==> config.mk <==
export PLATFORM = sky130hd
export DESIGN_NAME = lled_regs
export DESIGN_NICKNAME = d
export VERILOG_FILES = /design/src/logic/lled_pkg.sv /design/src/logic/lled_regs.sv
export SDC_FILE = /design/constraint.sdc
export NUM_CORES = 1
export LEC_CHECK = 0
export BUFFER_PORTS_ARGS = -buffer_cell sky130_fd_sc_hd__buf_4
export CAP_MARGIN = 40
export CORE_AREA = 2 2 322 324
export CTS_CLUSTER_DIAMETER = 100
export CTS_CLUSTER_SIZE = 8
export DETAILED_ROUTE_END_ITERATION = 8
export DIE_AREA = 0 0 324 326
export PLACE_DENSITY_LB_ADDON = 0.12
export SLEW_MARGIN = 20
export SYNTH_ARGS = -nofsm -noshare
export SYNTH_HDL_FRONTEND = slang
export SYNTH_SLANG_ARGS = --single-unit
==> constraint.sdc <==
create_clock -name i_sys_clk -period 4.35 [get_ports i_sys_clk]
set_clock_uncertainty 0.1 [all_clocks]
set_input_delay 0.435 -clock i_sys_clk [delete_from_list [all_inputs] [get_ports i_sys_clk]]
set_output_delay 0.435 -clock i_sys_clk [all_outputs]
set_load 0.005 [all_outputs]
==> src/logic/lled_pkg.sv <==
// package for the link-layer error and debug status bank
// assumes a 32-bit avalon-mm register bus with byte addresses
package lled_pkg;
    localparam int AW = 32;
    // register byte addresses
    localparam logic [31:0] ADR_DIAG_CTRL = 32'h40000050;
    localparam logic [31:0] ADR_DIAG_VIEW = 32'h40000054;
    localparam logic [31:0] ADR_ZONE_UP = 32'h40000058;
    localparam logic [31:0] ADR_ZONE_LO = 32'h4000005c;
    localparam logic [31:0] ADR_ERR = 32'h40000060;
    localparam logic [31:0] ADR_PROF = 32'h40000064;
    localparam logic [31:0] ADR_RADIO0 = 32'h40000070;
    // reset values
    localparam logic [31:0] RST_ZERO = 32'h00000000;
    localparam logic [31:0] RST_RADIO0 = 32'h00000002;
    // writable bits of the radio control word
    localparam logic [31:0] RADIO0_MASK = 32'h00fc0062;
    // diag control: per port enable at 8n+7, select at 8n+5..8n
    localparam int DIAG_EN_POS = 7;
    localparam int DIAG_SEL_W = 6;
    localparam int DIAG_PORTS = 4;
    localparam int DIAG_SRCS = 64;
    localparam int PROF_SRCS = 4;
    // zone bound halves
    localparam int REG_HALF_LSB = 16;
    // error flag positions
    localparam int E_TXENC = 0;
    localparam int E_RXDEC = 1;
    localparam int E_PKTMEM = 2;
    localparam int E_RADMEM = 3;
    localparam int E_SCHMEM = 4;
    localparam int E_SCHENT = 5;
    localparam int E_SCHPF = 6;
    localparam int E_EVTPF = 7;
    localparam int E_ACL = 8;
    localparam int E_IFS = 9;
    localparam int E_ADV = 10;
    localparam int E_CHMAP = 11;
    localparam int E_FMT = 12;
    localparam int E_TXDESC = 13;
    localparam int E_RXDESC = 14;
    localparam int E_TXBUF = 15;
    localparam int E_RXBUF = 16;
    localparam int E_IRQ = 17;
    localparam int ERR_W = 18;
    localparam int CHMAP_W = 37;

    // pointer and channel-map checks, one strobe per check
    typedef struct packed {
        logic rx_buf_chk;
        logic [15:0] rx_buf_ptr;
        logic rx_desc_chk;
        logic [15:0] rx_desc_ptr;
        logic tx_buf_chk;
        logic adv_scan_init;
        logic [7:0] pkt_len;
        logic [15:0] tx_buf_ptr;
        logic tx_desc_chk;
        logic [15:0] tx_desc_ptr;
        logic hop_start;
        logic [36:0] chan_map;
        logic [5:0] good_count;
    } lled_chk_s;

    // one-cycle failure pulses from the sub-blocks
    typedef struct packed {
        logic unacked_irq;
        logic fmt_bad;
        logic adv_short;
        logic ifs_short;
        logic acl_timeout;
        logic evt_prefetch;
        logic sch_prefetch;
        logic sch_entry;
        logic sch_mem;
        logic radio_mem;
        logic pkt_mem;
        logic rx_dec_late;
        logic tx_enc_late;
    } lled_evt_s;
endpackage : lled_pkg

==> src/logic/lled_regs.sv <==
// link-layer error, debug address window and diagnostic status bank
// assumes sub-block inputs on i_sys_clk; avalon-mm slave, byte address
// Overview of operation
// (RQ1) status word mirrors four debug buses, bus three top byte, read only
// (RQ2) writable upper bounds: register zone high half, exchange zone low half
// (RQ3) writable lower bounds: register zone high half, exchange zone low half
// (RQ4) zone hit flag high while address within both bounds inclusive
// (RQ5) bit 17 set on two concurrent event irqs left unacknowledged
// (RQ6) bit 16 set when programmed receive buffer pointer is zero
// (RQ7) bit 15 set on zero transmit buffer pointer in adv/scan or nonempty packet
// (RQ8) bit 14 set when receive descriptor pointer is zero
// (RQ9) bit 13 set when transmit descriptor pointer zero during adv/scan/init
// (RQ10) bit 12 set on invalid control-structure format
// (RQ11) bit 11 set when channel map ones differ from good count at hop start
// (RQ12) bit 10 set when advertising packets come too close together
// (RQ13) bit 9 set when inter-frame space is too short
// (RQ14) bit 8 set when accept-list parsing times out
// (RQ15) bits 7 and 6 set on anticipated prefetch overrun
// (RQ16) bit 5 set on invalid timing across two exchange-table entries
// (RQ17) bit 4 set when scheduler memory access is served late
// (RQ18) bit 3 set when radio memory access is served late
// (RQ19) bit 2 set when packet memory access is served late
// (RQ20) bit 1 set when block decryption finishes late
// (RQ21) bit 0 set when block encryption is not ready in time
// (RQ22) profiling word is read-write and copied onto the diagnostic port
// (RQ23) error flags read only, reset to zero, sticky until reset
// (RQ24) disabled diagnostic port drives zero, enabled port follows its select
`timescale 1ns/100ps
`default_nettype none
module lled_regs #(
    parameter int EXT_SRCS = 60
) (
    input wire logic i_sys_clk,
    input wire logic i_resetn,
    input wire logic [31:0] i_avs_address,
    input wire logic i_avs_read,
    input wire logic i_avs_write,
    input wire logic [31:0] i_avs_writedata,
    input wire logic [3:0] i_avs_byteenable,
    output logic [31:0] o_avs_readdata,
    output logic o_avs_waitrequest,
    input wire logic [15:0] i_reg_acc_addr,
    input wire logic [15:0] i_em_acc_addr,
    output logic o_register_zone_hit,
    output logic o_exchange_zone_hit,
    input wire lled_pkg::lled_chk_s i_chk,
    input wire lled_pkg::lled_evt_s i_evt,
    input wire logic [EXT_SRCS*8-1:0] i_diag_src,
    output logic [31:0] o_diag_ports,
    output logic [31:0] o_radio_ctrl
);
    logic wait_q;
    logic [31:0] rdata_q;
    logic [31:0] diag_ctrl_q;
    logic [31:0] zone_up_q;
    logic [31:0] zone_lo_q;
    logic [31:0] prof_q;
    logic [31:0] radio_q;
    logic [lled_pkg::ERR_W-1:0] err_q;
    logic [lled_pkg::ERR_W-1:0] err_set;
    logic [31:0] diag_q;
    logic reg_hit_q;
    logic em_hit_q;
    logic req;
    logic wr_go;
    logic [7:0] src [lled_pkg::DIAG_SRCS];

    // merge write data into a word under the byte enables
    function automatic logic [31:0] merge(input logic [31:0] old,
                                          input logic [31:0] nw,
                                          input logic [3:0] be);
        logic [31:0] r;
        r = old;
        for (int b = 0; b < 4; b++) begin
            if (be[b]) begin
                r[b*8 +: 8] = nw[b*8 +: 8];
            end
        end
        return r;
    endfunction : merge

    // number of used channels in the map
    function automatic logic [5:0] ones(input logic [36:0] m);
        logic [5:0] n;
        n = 6'h00;
        for (int b = 0; b < lled_pkg::CHMAP_W; b++) begin
            n = n + {5'h00, m[b]};
        end
        return n;
    endfunction : ones

    assign req = i_avs_read | i_avs_write;
    // a write lands on the edge where waitrequest is seen low
    assign wr_go = i_avs_write & ~wait_q;

    // one wait cycle per access: low for exactly one cycle, then high again
    always_ff @(posedge i_sys_clk or negedge i_resetn) begin
        if (!i_resetn) begin
            wait_q <= 1'b1;
        end else if (req && wait_q) begin
            wait_q <= 1'b0;
        end else begin
            wait_q <= 1'b1;
        end
    end

    // read data captured at the request edge; unmapped reads return zero
    always_ff @(posedge i_sys_clk or negedge i_resetn) begin
        if (!i_resetn) begin
            rdata_q <= lled_pkg::RST_ZERO;
        end else if (i_avs_read && wait_q) begin
            unique case (i_avs_address)
                lled_pkg::ADR_DIAG_CTRL: rdata_q <= diag_ctrl_q;
                lled_pkg::ADR_DIAG_VIEW: rdata_q <= diag_q; // RQ1
                lled_pkg::ADR_ZONE_UP: rdata_q <= zone_up_q;
                lled_pkg::ADR_ZONE_LO: rdata_q <= zone_lo_q;
                lled_pkg::ADR_ERR: rdata_q <= {14'h0, err_q}; // RQ23
                lled_pkg::ADR_PROF: rdata_q <= prof_q;
                lled_pkg::ADR_RADIO0: rdata_q <= radio_q;
                default: rdata_q <= lled_pkg::RST_ZERO;
            endcase
        end
    end

    // diagnostic port control: enable and select per port
    always_ff @(posedge i_sys_clk or negedge i_resetn) begin
        if (!i_resetn) begin
            diag_ctrl_q <= lled_pkg::RST_ZERO;
        end else if (wr_go && i_avs_address == lled_pkg::ADR_DIAG_CTRL) begin
            diag_ctrl_q <= merge(diag_ctrl_q, i_avs_writedata, i_avs_byteenable)
                & 32'hbfbfbfbf; // bit 6 of each byte is unused
        end
    end

    // zone bounds, both fully writable
    always_ff @(posedge i_sys_clk or negedge i_resetn) begin
        if (!i_resetn) begin
            zone_up_q <= lled_pkg::RST_ZERO;
            zone_lo_q <= lled_pkg::RST_ZERO;
        end else if (wr_go) begin
            if (i_avs_address == lled_pkg::ADR_ZONE_UP) begin
                zone_up_q <= merge(zone_up_q, i_avs_writedata, i_avs_byteenable); // RQ2
            end
            if (i_avs_address == lled_pkg::ADR_ZONE_LO) begin
                zone_lo_q <= merge(zone_lo_q, i_avs_writedata, i_avs_byteenable); // RQ3
            end
        end
    end

    // profiling word, also a source for the diagnostic ports
    always_ff @(posedge i_sys_clk or negedge i_resetn) begin
        if (!i_resetn) begin
            prof_q <= lled_pkg::RST_ZERO;
        end else if (wr_go && i_avs_address == lled_pkg::ADR_PROF) begin
            prof_q <= merge(prof_q, i_avs_writedata, i_avs_byteenable); // RQ22
        end
    end

    // radio control word; bit 0 is write-only with no known effect, so it reads zero
    always_ff @(posedge i_sys_clk or negedge i_resetn) begin
        if (!i_resetn) begin
            radio_q <= lled_pkg::RST_RADIO0;
        end else if (wr_go && i_avs_address == lled_pkg::ADR_RADIO0) begin
            radio_q <= merge(radio_q, i_avs_writedata, i_avs_byteenable)
                & lled_pkg::RADIO0_MASK;
        end
    end

    // zone hit, inclusive bounds; one cycle behind the access address
    always_ff @(posedge i_sys_clk or negedge i_resetn) begin
        if (!i_resetn) begin
            reg_hit_q <= 1'b0;
            em_hit_q <= 1'b0;
        end else begin
            reg_hit_q <= (i_reg_acc_addr >= zone_lo_q[31:16])
                && (i_reg_acc_addr <= zone_up_q[31:16]); // RQ4
            em_hit_q <= (i_em_acc_addr >= zone_lo_q[15:0])
                && (i_em_acc_addr <= zone_up_q[15:0]); // RQ4
        end
    end

    // error detection: pointer and map checks done here, the rest pulsed in
    always_comb begin
        err_set = '0;
        err_set[lled_pkg::E_IRQ] = i_evt.unacked_irq; // RQ5
        err_set[lled_pkg::E_RXBUF] = i_chk.rx_buf_chk
            && i_chk.rx_buf_ptr == 16'h0000; // RQ6
        err_set[lled_pkg::E_TXBUF] = i_chk.tx_buf_chk
            && i_chk.tx_buf_ptr == 16'h0000
            && (i_chk.adv_scan_init || i_chk.pkt_len != 8'h00); // RQ7
        err_set[lled_pkg::E_RXDESC] = i_chk.rx_desc_chk
            && i_chk.rx_desc_ptr == 16'h0000; // RQ8
        err_set[lled_pkg::E_TXDESC] = i_chk.tx_desc_chk && i_chk.adv_scan_init
            && i_chk.tx_desc_ptr == 16'h0000; // RQ9
        err_set[lled_pkg::E_FMT] = i_evt.fmt_bad; // RQ10
        err_set[lled_pkg::E_CHMAP] = i_chk.hop_start
            && ones(i_chk.chan_map) != i_chk.good_count; // RQ11
        err_set[lled_pkg::E_ADV] = i_evt.adv_short; // RQ12
        err_set[lled_pkg::E_IFS] = i_evt.ifs_short; // RQ13
        err_set[lled_pkg::E_ACL] = i_evt.acl_timeout; // RQ14
        err_set[lled_pkg::E_EVTPF] = i_evt.evt_prefetch; // RQ15
        err_set[lled_pkg::E_SCHPF] = i_evt.sch_prefetch; // RQ15
        err_set[lled_pkg::E_SCHENT] = i_evt.sch_entry; // RQ16
        err_set[lled_pkg::E_SCHMEM] = i_evt.sch_mem; // RQ17
        err_set[lled_pkg::E_RADMEM] = i_evt.radio_mem; // RQ18
        err_set[lled_pkg::E_PKTMEM] = i_evt.pkt_mem; // RQ19
        err_set[lled_pkg::E_RXDEC] = i_evt.rx_dec_late; // RQ20
        err_set[lled_pkg::E_TXENC] = i_evt.tx_enc_late; // RQ21
    end

    // sticky flags; no clear exists so only reset drops them
    always_ff @(posedge i_sys_clk or negedge i_resetn) begin
        if (!i_resetn) begin
            err_q <= '0;
        end else begin
            err_q <= err_q | err_set; // RQ23
        end
    end

    // diagnostic sources: profiling bytes first, then external groups
    generate
        for (genvar s = 0; s < lled_pkg::DIAG_SRCS; s++) begin : g_src
            if (s < lled_pkg::PROF_SRCS) begin : g_prof
                assign src[s] = prof_q[s*8 +: 8]; // RQ22
            end else if (s - lled_pkg::PROF_SRCS < EXT_SRCS) begin : g_ext
                assign src[s] = i_diag_src[(s-lled_pkg::PROF_SRCS)*8 +: 8];
            end else begin : g_nil
                assign src[s] = 8'h00;
            end
        end
    endgenerate

    // each port: zero when disabled, else the selected byte
    generate
        for (genvar p = 0; p < lled_pkg::DIAG_PORTS; p++) begin : g_port
            always_ff @(posedge i_sys_clk or negedge i_resetn) begin
                if (!i_resetn) begin
                    diag_q[p*8 +: 8] <= 8'h00;
                end else if (diag_ctrl_q[p*8 + lled_pkg::DIAG_EN_POS]) begin
                    diag_q[p*8 +: 8] <= src[diag_ctrl_q[p*8 +: lled_pkg::DIAG_SEL_W]]; // RQ24
                end else begin
                    diag_q[p*8 +: 8] <= 8'h00; // RQ24
                end
            end
        end
    endgenerate

    assign o_avs_readdata = rdata_q;
    assign o_avs_waitrequest = wait_q;
    assign o_register_zone_hit = reg_hit_q;
    assign o_exchange_zone_hit = em_hit_q;
    assign o_diag_ports = diag_q;
    assign o_radio_ctrl = radio_q;
endmodule : lled_regs
`default_nettype wire

==> reports/qor.csv, run 1 <==
metric,value,unit
status,finished with violations,
violated checks,setup timing,
Total Routed Length,158000,µm
share of synthesized registers carrying an async set or reset,100,%
multi-input gate area in the final layout,21600,µm²
"Endpoint, Worst Hold",zone_lo_q[13],
classification of the worst-slack hold path,in2reg,
combinational fraction of design power,37.2,%
leading register cell type out of synthesis,sky130_fd_sc_hd__dfrtp_1,
post-synthesis cell area,28400,µm²
drt via density,6.01,
sequential share of power,28.9,%
proportion of netlist area held by the largest area contributor,47.1,%
Final Core Density,36.8,%
WP data arrival,4820,ps
final-layout worst hold slack,21.0,ps
"Hold Vio Cnt, Final",0,
num ports,817,
Power Internal,4.81,mW
Max Freq,0.225,GHz
Critical Path End Type,flip-flop,
Post-synth EDFFs,0,
Worst Setup Path Type,in2reg,
hold path startpoint,i_avs_writedata[13],
leakage power total,14.2,nW
PnR Total Power,7.03,mW
most common cell in the netlist,sky130_fd_sc_hd__mux4_2,
pre-CTS setup slack,-773,ps
CORE AREA,103000,µm²
final-layout setup total negative slack,-99.2,ps
cell depth of the worst min-delay path,2,
CTS sink count,218,
vias in the first global route,27500,
library cell with the largest summed area after synthesis,sky130_fd_sc_hd__mux4_2,
cell depth of the worst flop-to-flop path,6,
worst slew margin relative to its limit,28.3,%
via total after detailed routing,26100,
clock transition at the registers of the reported paths,60,ps
first-pass GRT wire length,218000,µm
Core Rows,118,
R2R Path End,o_diag_ports[9],
fraction of the cycle the final worst path needs,102,%
number of storage elements in the synthesis netlist,218,
post-layout instance area,37800,µm²
DIE AREA,106000,µm²
source-to-sink clock delay at the later pin of the worst-skew pair,590,ps
Root Buffer Master,sky130_fd_sc_hd__clkbuf_16,
total global routing overflow,0,
unrepaired setup endpoints after global routing,yes,
CP Launch Type,input port,
Area growth syn-to-layout,33.0,%
Finished Layout Cells,4348,
Crit Reg-Reg Startpoint,diag_ctrl_q[12],
maximum number of pins on one net before global-route repair,97,
Setup Viol. Count Final,1,
Psw,2.23,mW
maximum count of clock buffers along a single path,3,
TritonCTS buffer count,31,
effective utilization at floorplan,27.7,%
Chip Height,326,µm
Switching Fraction,31.7,%
DRC Markers,0,
"Data required, critical path",4720,ps
post-layout worst setup margin,-99.2,ps
buffers added on ports,793,
"Net count, final",3731,
width of the die,324,µm
number of cells after detailed placement,4218,
Synth cell types,72,
global placement routability congestion,0.899,
flop-to-flop setup slack,1130,ps
total iterations of the first detailed-routing run,7,
initial antenna violation count,44,
instance area after placement,36300,µm²
power per cell area,186,nW/µm²
transition time of the tightest slew-check pin,1070,ps
Post-CTS Setup Bufs,0,
fraction of layout cells with a size suffix above 1,58.5,%
share of power burned in the clock network,33.9,%
number of instances in the synthesized netlist,2128,
top area cells in the synthesized netlist,"sky130_fd_sc_hd__mux4_2 47%, sky130_fd_sc_hd__dfrtp_1 19%, sky130_fd_sc_hd__mux2_2 5.1%",
number of filler instances in the final layout,10100,
Mapped Avg Cell Area,13.3,µm²
Max H-tree Level,1,
GRT Util Overall,29.3,%
remaining number of nets flagged by the antenna check after routing,0,
# Max-Cap Violations,0,
min Tclk post-route,4450,ps
drt first-iter violations,2230,
clock tree from TritonCTS,yes,
final count of pins violating max slew,0,
Post-DP HPWL,129000,µm
maximum fanout along the worst path,3,
warnings from Yosys,0,
register area,5500,µm²
cell types with the highest counts after synthesis,"594 x sky130_fd_sc_hd__mux4_2, 216 x sky130_fd_sc_hd__dfrtp_1, 128 x sky130_fd_sc_hd__mux2_2",
maximum ir drop on the vdd rail,0.394,mV
sequential share of the synthesized area,19.2,%
routed length per instance,36.4,µm
## layout by cell type (no fill, tap or decap), drive strengths merged, types with 19 or more instances in the layout
cell type | netlist | layout
o22ai | 24 | 24
a21oi | 45 | 45
diode | 0 | 29
buf | 122 | 905
o21ai | 82 | 82
conb | 1 | 23
a22o | 21 | 21
ha | 71 | 71
mux2 | 152 | 152
nand3 | 19 | 19
nor4 | 20 | 20
nand2 | 89 | 89
a22oi | 55 | 55
dfrtp | 216 | 216
inv | 121 | 122
dlygate4sd3 | 0 | 40
clkbuf | 92 | 57
fa | 28 | 28
mux4 | 594 | 594
nor2 | 45 | 45
a211oi | 21 | 21
nor3 | 19 | 19
mux2i | 95 | 95
nor2b | 28 | 28
## power groups by stage
stage          Combinational (mW)  Clock (mW)  Sequential, mW
3_3_place_gp                 2.49           0            2.07
5_1_grt                      2.91        2.54            2.03
6_report                     2.62        2.38            2.03
4_1_cts                      2.61        2.46            2.03
2_1_floorplan                1.31           0            2.07
3_5_place_dp                 2.52           0            2.07
## worst max-delay path, cell delays in order
cell	delay, ps
sky130_fd_sc_hd__buf_4	120
sky130_fd_sc_hd__fa_1	530
sky130_fd_sc_hd__inv_1	50
sky130_fd_sc_hd__fa_1	510
sky130_fd_sc_hd__fa_1	450
sky130_fd_sc_hd__fa_1	490
sky130_fd_sc_hd__inv_1	50
sky130_fd_sc_hd__fa_1	510
sky130_fd_sc_hd__inv_1	50
sky130_fd_sc_hd__fa_1	450
sky130_fd_sc_hd__fa_2	370
sky130_fd_sc_hd__nor2b_2	150
sky130_fd_sc_hd__o21a_1	180
sky130_fd_sc_hd__o21ai_2	80
sky130_fd_sc_hd__a22oi_2	180
sky130_fd_sc_hd__nand2b_1	140
sky130_fd_sc_hd__a31oi_1	90
## layer usage
| metal | track usage (%) | routed length [µm] | vias to the layer above |
|---|---|---|---|
| li1 | - | - | 10500 |
| met1 | 35.0 | 57200 | 13700 |
| met2 | 51.6 | 81000 | 1554 |
| met3 | 6.62 | 13900 | 282 |
| met4 | 9.88 | 6030 | 30 |
| met5 | 0 | 198 | - |
## cell families (layout without fill, tap and decap cells)
family | count (synthesis) | in the layout | share of synthesized area (%)
AO/OA/AOI/OAI | 328 | 328 | 7.74
XOR/XNOR | 5 | 5 | 0.154
adder cells (fa/ha/maj) | 99 | 99 | 5.10
buffers and inverters | 336 | 1125 | 5.19
flip-flops | 218 | 218 | 19.2
multiplexers | 841 | 841 | 56.5
other | 1 | 52 | 0.0132
AND/OR/NAND/NOR | 300 | 300 | 6.09
## worst max path at each step
stage | startpoint | end | slack (ps) | cells past startpoint
floorplan | i_chk[29] | err_q[11] | -380 | 16
global placement | i_chk[17] | err_q[11] | -710 | 17
detailed placement | i_chk[29] | err_q[11] | -770 | 17
CTS | i_chk[35] | err_q[11] | -50 | 17
global route | i_chk[35] | err_q[11] | -280 | 17
finish | i_chk[35] | err_q[11] | -100 | 17
## sequential cells by signal, summed over array words and instances, names as in the netlist
register,count
o_radio_ctrl,9
o_register_zone_hit,1
zone_up_q,32
o_avs_readdata,32
o_avs_waitrequest,1
diag_ctrl_q,28
prof_q,32
err_q,18
zone_lo_q,32
o_diag_ports,32
o_exchange_zone_hit,1
## repair_timing
action / 4_1_cts / 5_1_grt
endpoints found under the hold margin: 159 / 0
hold buffers: 40 / 0
endpoints found under the setup margin: 1 / 1
resized for setup: 4 / 1
## area by class of cell
class / count / area share [%]
clock buffer: 57 / 2.37
timing repair buffer: 945 / 19.9
multi-input combinational: 1596 / 57.1
tap: 1380 / 4.57
inverter: 122 / 1.21
antenna: 29 / 0.192
clock inverter: 1 / 0.0530
sequential: 218 / 14.6
(Power assumes the default switching activity.)
==> inputs of run 2 (changes only) <==
--- a/config.mk
+++ b/config.mk
@@ -6,12 +6,15 @@
 export NUM_CORES = 1
 export LEC_CHECK = 0
 export BUFFER_PORTS_ARGS = -buffer_cell sky130_fd_sc_hd__buf_4
-export CAP_MARGIN = 40
+export CAP_MARGIN = 10
+export CELL_PAD_IN_SITES_DETAIL_PLACEMENT = 0
+export CELL_PAD_IN_SITES_GLOBAL_PLACEMENT = 1
 export CORE_AREA = 2 2 322 324
 export CTS_CLUSTER_DIAMETER = 100
 export CTS_CLUSTER_SIZE = 8
 export DETAILED_ROUTE_END_ITERATION = 8
 export DIE_AREA = 0 0 324 326
+export MAX_ROUTING_LAYER = met4
 export PLACE_DENSITY_LB_ADDON = 0.12
 export SLEW_MARGIN = 20
 export SYNTH_ARGS = -nofsm -noshare
==> reports/qor.csv, run 2 (synthesized netlist as in run 1, its figures left out) <==
metric,value,unit,change
maximum number of pins on one net before global-route repair,105,,was 97
critical path's top delay family,adder cells,,unchanged
sum of buffers and inverters on the critical path,4,,unchanged
number of filler instances in the final layout,10100,,about the same
clock transition at the registers of the reported paths,50,ps,was 60 ps
Critical Path End Type,flip-flop,,unchanged
effective utilization at floorplan,27.7,%,unchanged
fraction of the cycle the final worst path needs,101,%,was 102%
violated checks,setup timing,,unchanged
Switching Fraction,31.4,%,was 31.7%
unrepaired setup endpoints after global routing,yes,,unchanged
met3 layer wire length in the routed design,12700,µm,was 13900 µm
total iterations of the first detailed-routing run,7,,unchanged
initial antenna violation count,50,,was 44
Post-DP HPWL,128000,µm,was 129000 µm
status,finished with violations,,unchanged
"commonest non-fill, non-tap cell in the layout",sky130_fd_sc_hd__buf_4,,unchanged
TritonCTS buffer count,31,,unchanged
post-layout instance area,37400,µm²,was 37800 µm²
classification of the worst-slack hold path,in2reg,,unchanged
final count of pins violating max slew,0,,unchanged
amount of wire on met2 after detailed routing,80700,µm,was 81000 µm
clock tree from TritonCTS,yes,,unchanged
worst slew margin relative to its limit,25.8,%,was 28.3%
wire length on met1,59500,µm,was 57200 µm
CP Launch Type,input port,,unchanged
routed length per instance,36.2,µm,was 36.4 µm
Power Internal,4.76,mW,was 4.81 mW
Setup Viol. Count Final,1,,unchanged
num ports,817,,unchanged
most frequent CP cell,sky130_fd_sc_hd__fa_1,,unchanged
Max H-tree Level,1,,unchanged
GRT Util Overall,29.9,%,was 29.3%
Final Core Density,36.5,%,was 36.8%
global placement routability congestion,0.920,,was 0.899
source-to-sink clock delay at the later pin of the worst-skew pair,580,ps,was 590 ps
share of power burned in the clock network,33.3,%,was 33.9%
# Max-Cap Violations,0,,unchanged
CTS sink count,218,,unchanged
biggest cell delay along the critical path,520,ps,was 530 ps
"Net count, final",3700,,was 3731
via total after detailed routing,25600,,was 26100
DIE AREA,106000,µm²,unchanged
vias in the first global route,27200,,was 27500
fraction of layout cells with a size suffix above 1,58.7,%,was 58.5%
list of cells traversed by the critical path,buf_4 > fa_1 > fa_1 > inv_1 > fa_1 > inv_1 > fa_1 > fa_1 > inv_1 > fa_1 > fa_2 > nor2b_2 > o21a_1 > o21ai_2 > a22oi_1 > nand2b_1 > a31oi_1,,was buf_4 > fa_1 > inv_1 > fa_1 > fa_1 > fa_1 > inv_1 > fa_1 > inv_1 > fa_1 > fa_2 > nor2b_2 > o21a_1 > o21ai_2 > a22oi_2 > nand2b_1 > a31oi_1
flop-to-flop setup slack,820,ps,was 1130 ps
Worst Setup Path Type,in2reg,,unchanged
Core Rows,118,,unchanged
transition time of the tightest slew-check pin,1110,ps,was 1070 ps
buffers added on ports,793,,unchanged
width of the die,324,µm,unchanged
total global routing overflow,0,,unchanged
Post-CTS Setup Bufs,0,,unchanged
"Hold Vio Cnt, Final",0,,unchanged
DRC Markers,0,,unchanged
Max Freq,0.228,GHz,was 0.225 GHz
Critical Path Slowest Stage Cell,sky130_fd_sc_hd__fa_1,,unchanged
Area growth syn-to-layout,31.8,%,was 33.0%
Root Buffer Master,sky130_fd_sc_hd__clkbuf_16,,unchanged
Chip Height,326,µm,unchanged
leakage power total,14.0,nW,was 14.2 nW
uppermost routed layer,met4,,was met5
maximum ir drop on the vdd rail,0.269,mV,was 0.394 mV
Psw,2.18,mW,was 2.23 mW
Total Routed Length,157000,µm,was 158000 µm
maximum fanout along the worst path,3,,unchanged
post-layout worst setup margin,-43.1,ps,was -99.2 ps
drt first-iter violations,2243,,was 2230
most frequent cells in the layout,"870 x sky130_fd_sc_hd__buf_4, 594 x sky130_fd_sc_hd__mux4_2, 203 x sky130_fd_sc_hd__dfrtp_1",,"was 881 x sky130_fd_sc_hd__buf_4, 594 x sky130_fd_sc_hd__mux4_2, 203 x sky130_fd_sc_hd__dfrtp_1"
instance area after placement,36100,µm²,was 36300 µm²
sequential share of power,29.4,%,was 28.9%
maximum count of clock buffers along a single path,3,,unchanged
drt via density,5.91,,was 6.01
combinational fraction of design power,37.3,%,was 37.2%
min Tclk post-route,4390,ps,was 4450 ps
"Data required, critical path",4700,ps,was 4720 ps
final-layout worst hold slack,25.7,ps,was 21.0 ps
remaining number of nets flagged by the antenna check after routing,0,,unchanged
WP data arrival,4740,ps,was 4820 ps
power per cell area,185,nW/µm²,was 186 nW/µm²
CORE AREA,103000,µm²,unchanged
first-pass GRT wire length,216000,µm,was 218000 µm
## run 2: power by group through the flow
stage	sequential [mW]	combinational [mW]	clock (mW)
2_1_floorplan	2.07	1.31	0
3_3_place_gp	2.07	2.47	0
3_5_place_dp	2.07	2.50	0
4_1_cts	2.03	2.57	2.36
5_1_grt	2.03	2.86	2.46
6_report	2.03	2.59	2.31
## run 2: path summary, 6_finish.rpt
check,end,cells after the start,from
setup / recovery,err_q[11],17,i_chk[33]
hold / removal,zone_up_q[14],2,i_avs_writedata[14]
setup reg to reg,o_diag_ports[15],7,diag_ctrl_q[8]
hold reg to reg,err_q[7],1,err_q[7]
max in group asynchronous,o_avs_waitrequest,3,i_resetn
min in group asynchronous,o_avs_readdata[7],2,i_resetn
## run 2: final cells by class
| type | count | area (µm²) | share of cell area (%) |
|---|---|---|---|
| Antenna cell | 51 | 128 | 0.341 |
| Clock buffer | 56 | 870 | 2.32 |
| Clock inverter | 2 | 16.3 | 0.0435 |
| Inverter | 122 | 458 | 1.22 |
| Multi-Input combinational cell | 1596 | 21600 | 57.6 |
| Sequential cell | 218 | 5500 | 14.7 |
| Tap cell | 1380 | 1730 | 4.61 |
| Timing Repair Buffer | 914 | 7170 | 19.1 |
## run 2: what timing repair did
item	4_1_cts	5_1_grt
resized for setup	4	4
hold endpoints to repair	120	0
hold buffers	23	0
pin swaps	0	1
setup endpoints to repair	1	1
## run 2: metal layers
layer,vias up,track usage [%]
met2,1351,50.8
met1,13600,36.0
met4,0,8.70
met5,-,-
li1,10500,-
met3,186,5.74
## run 2: through the flow
step	std cells	setup WS (ps)	power, mW	TNS, ps
3_5_place_dp	4206	-731	4.57	-731
2_1_floorplan	2150	-378	3.38	-378
3_3_place_gp	4206	-705	4.54	-705
4_1_cts	4287	-38.0	6.97	-38.0
6_report	4339	-43.1	6.93	-43.1
5_1_grt	4331	-235	7.35	-235
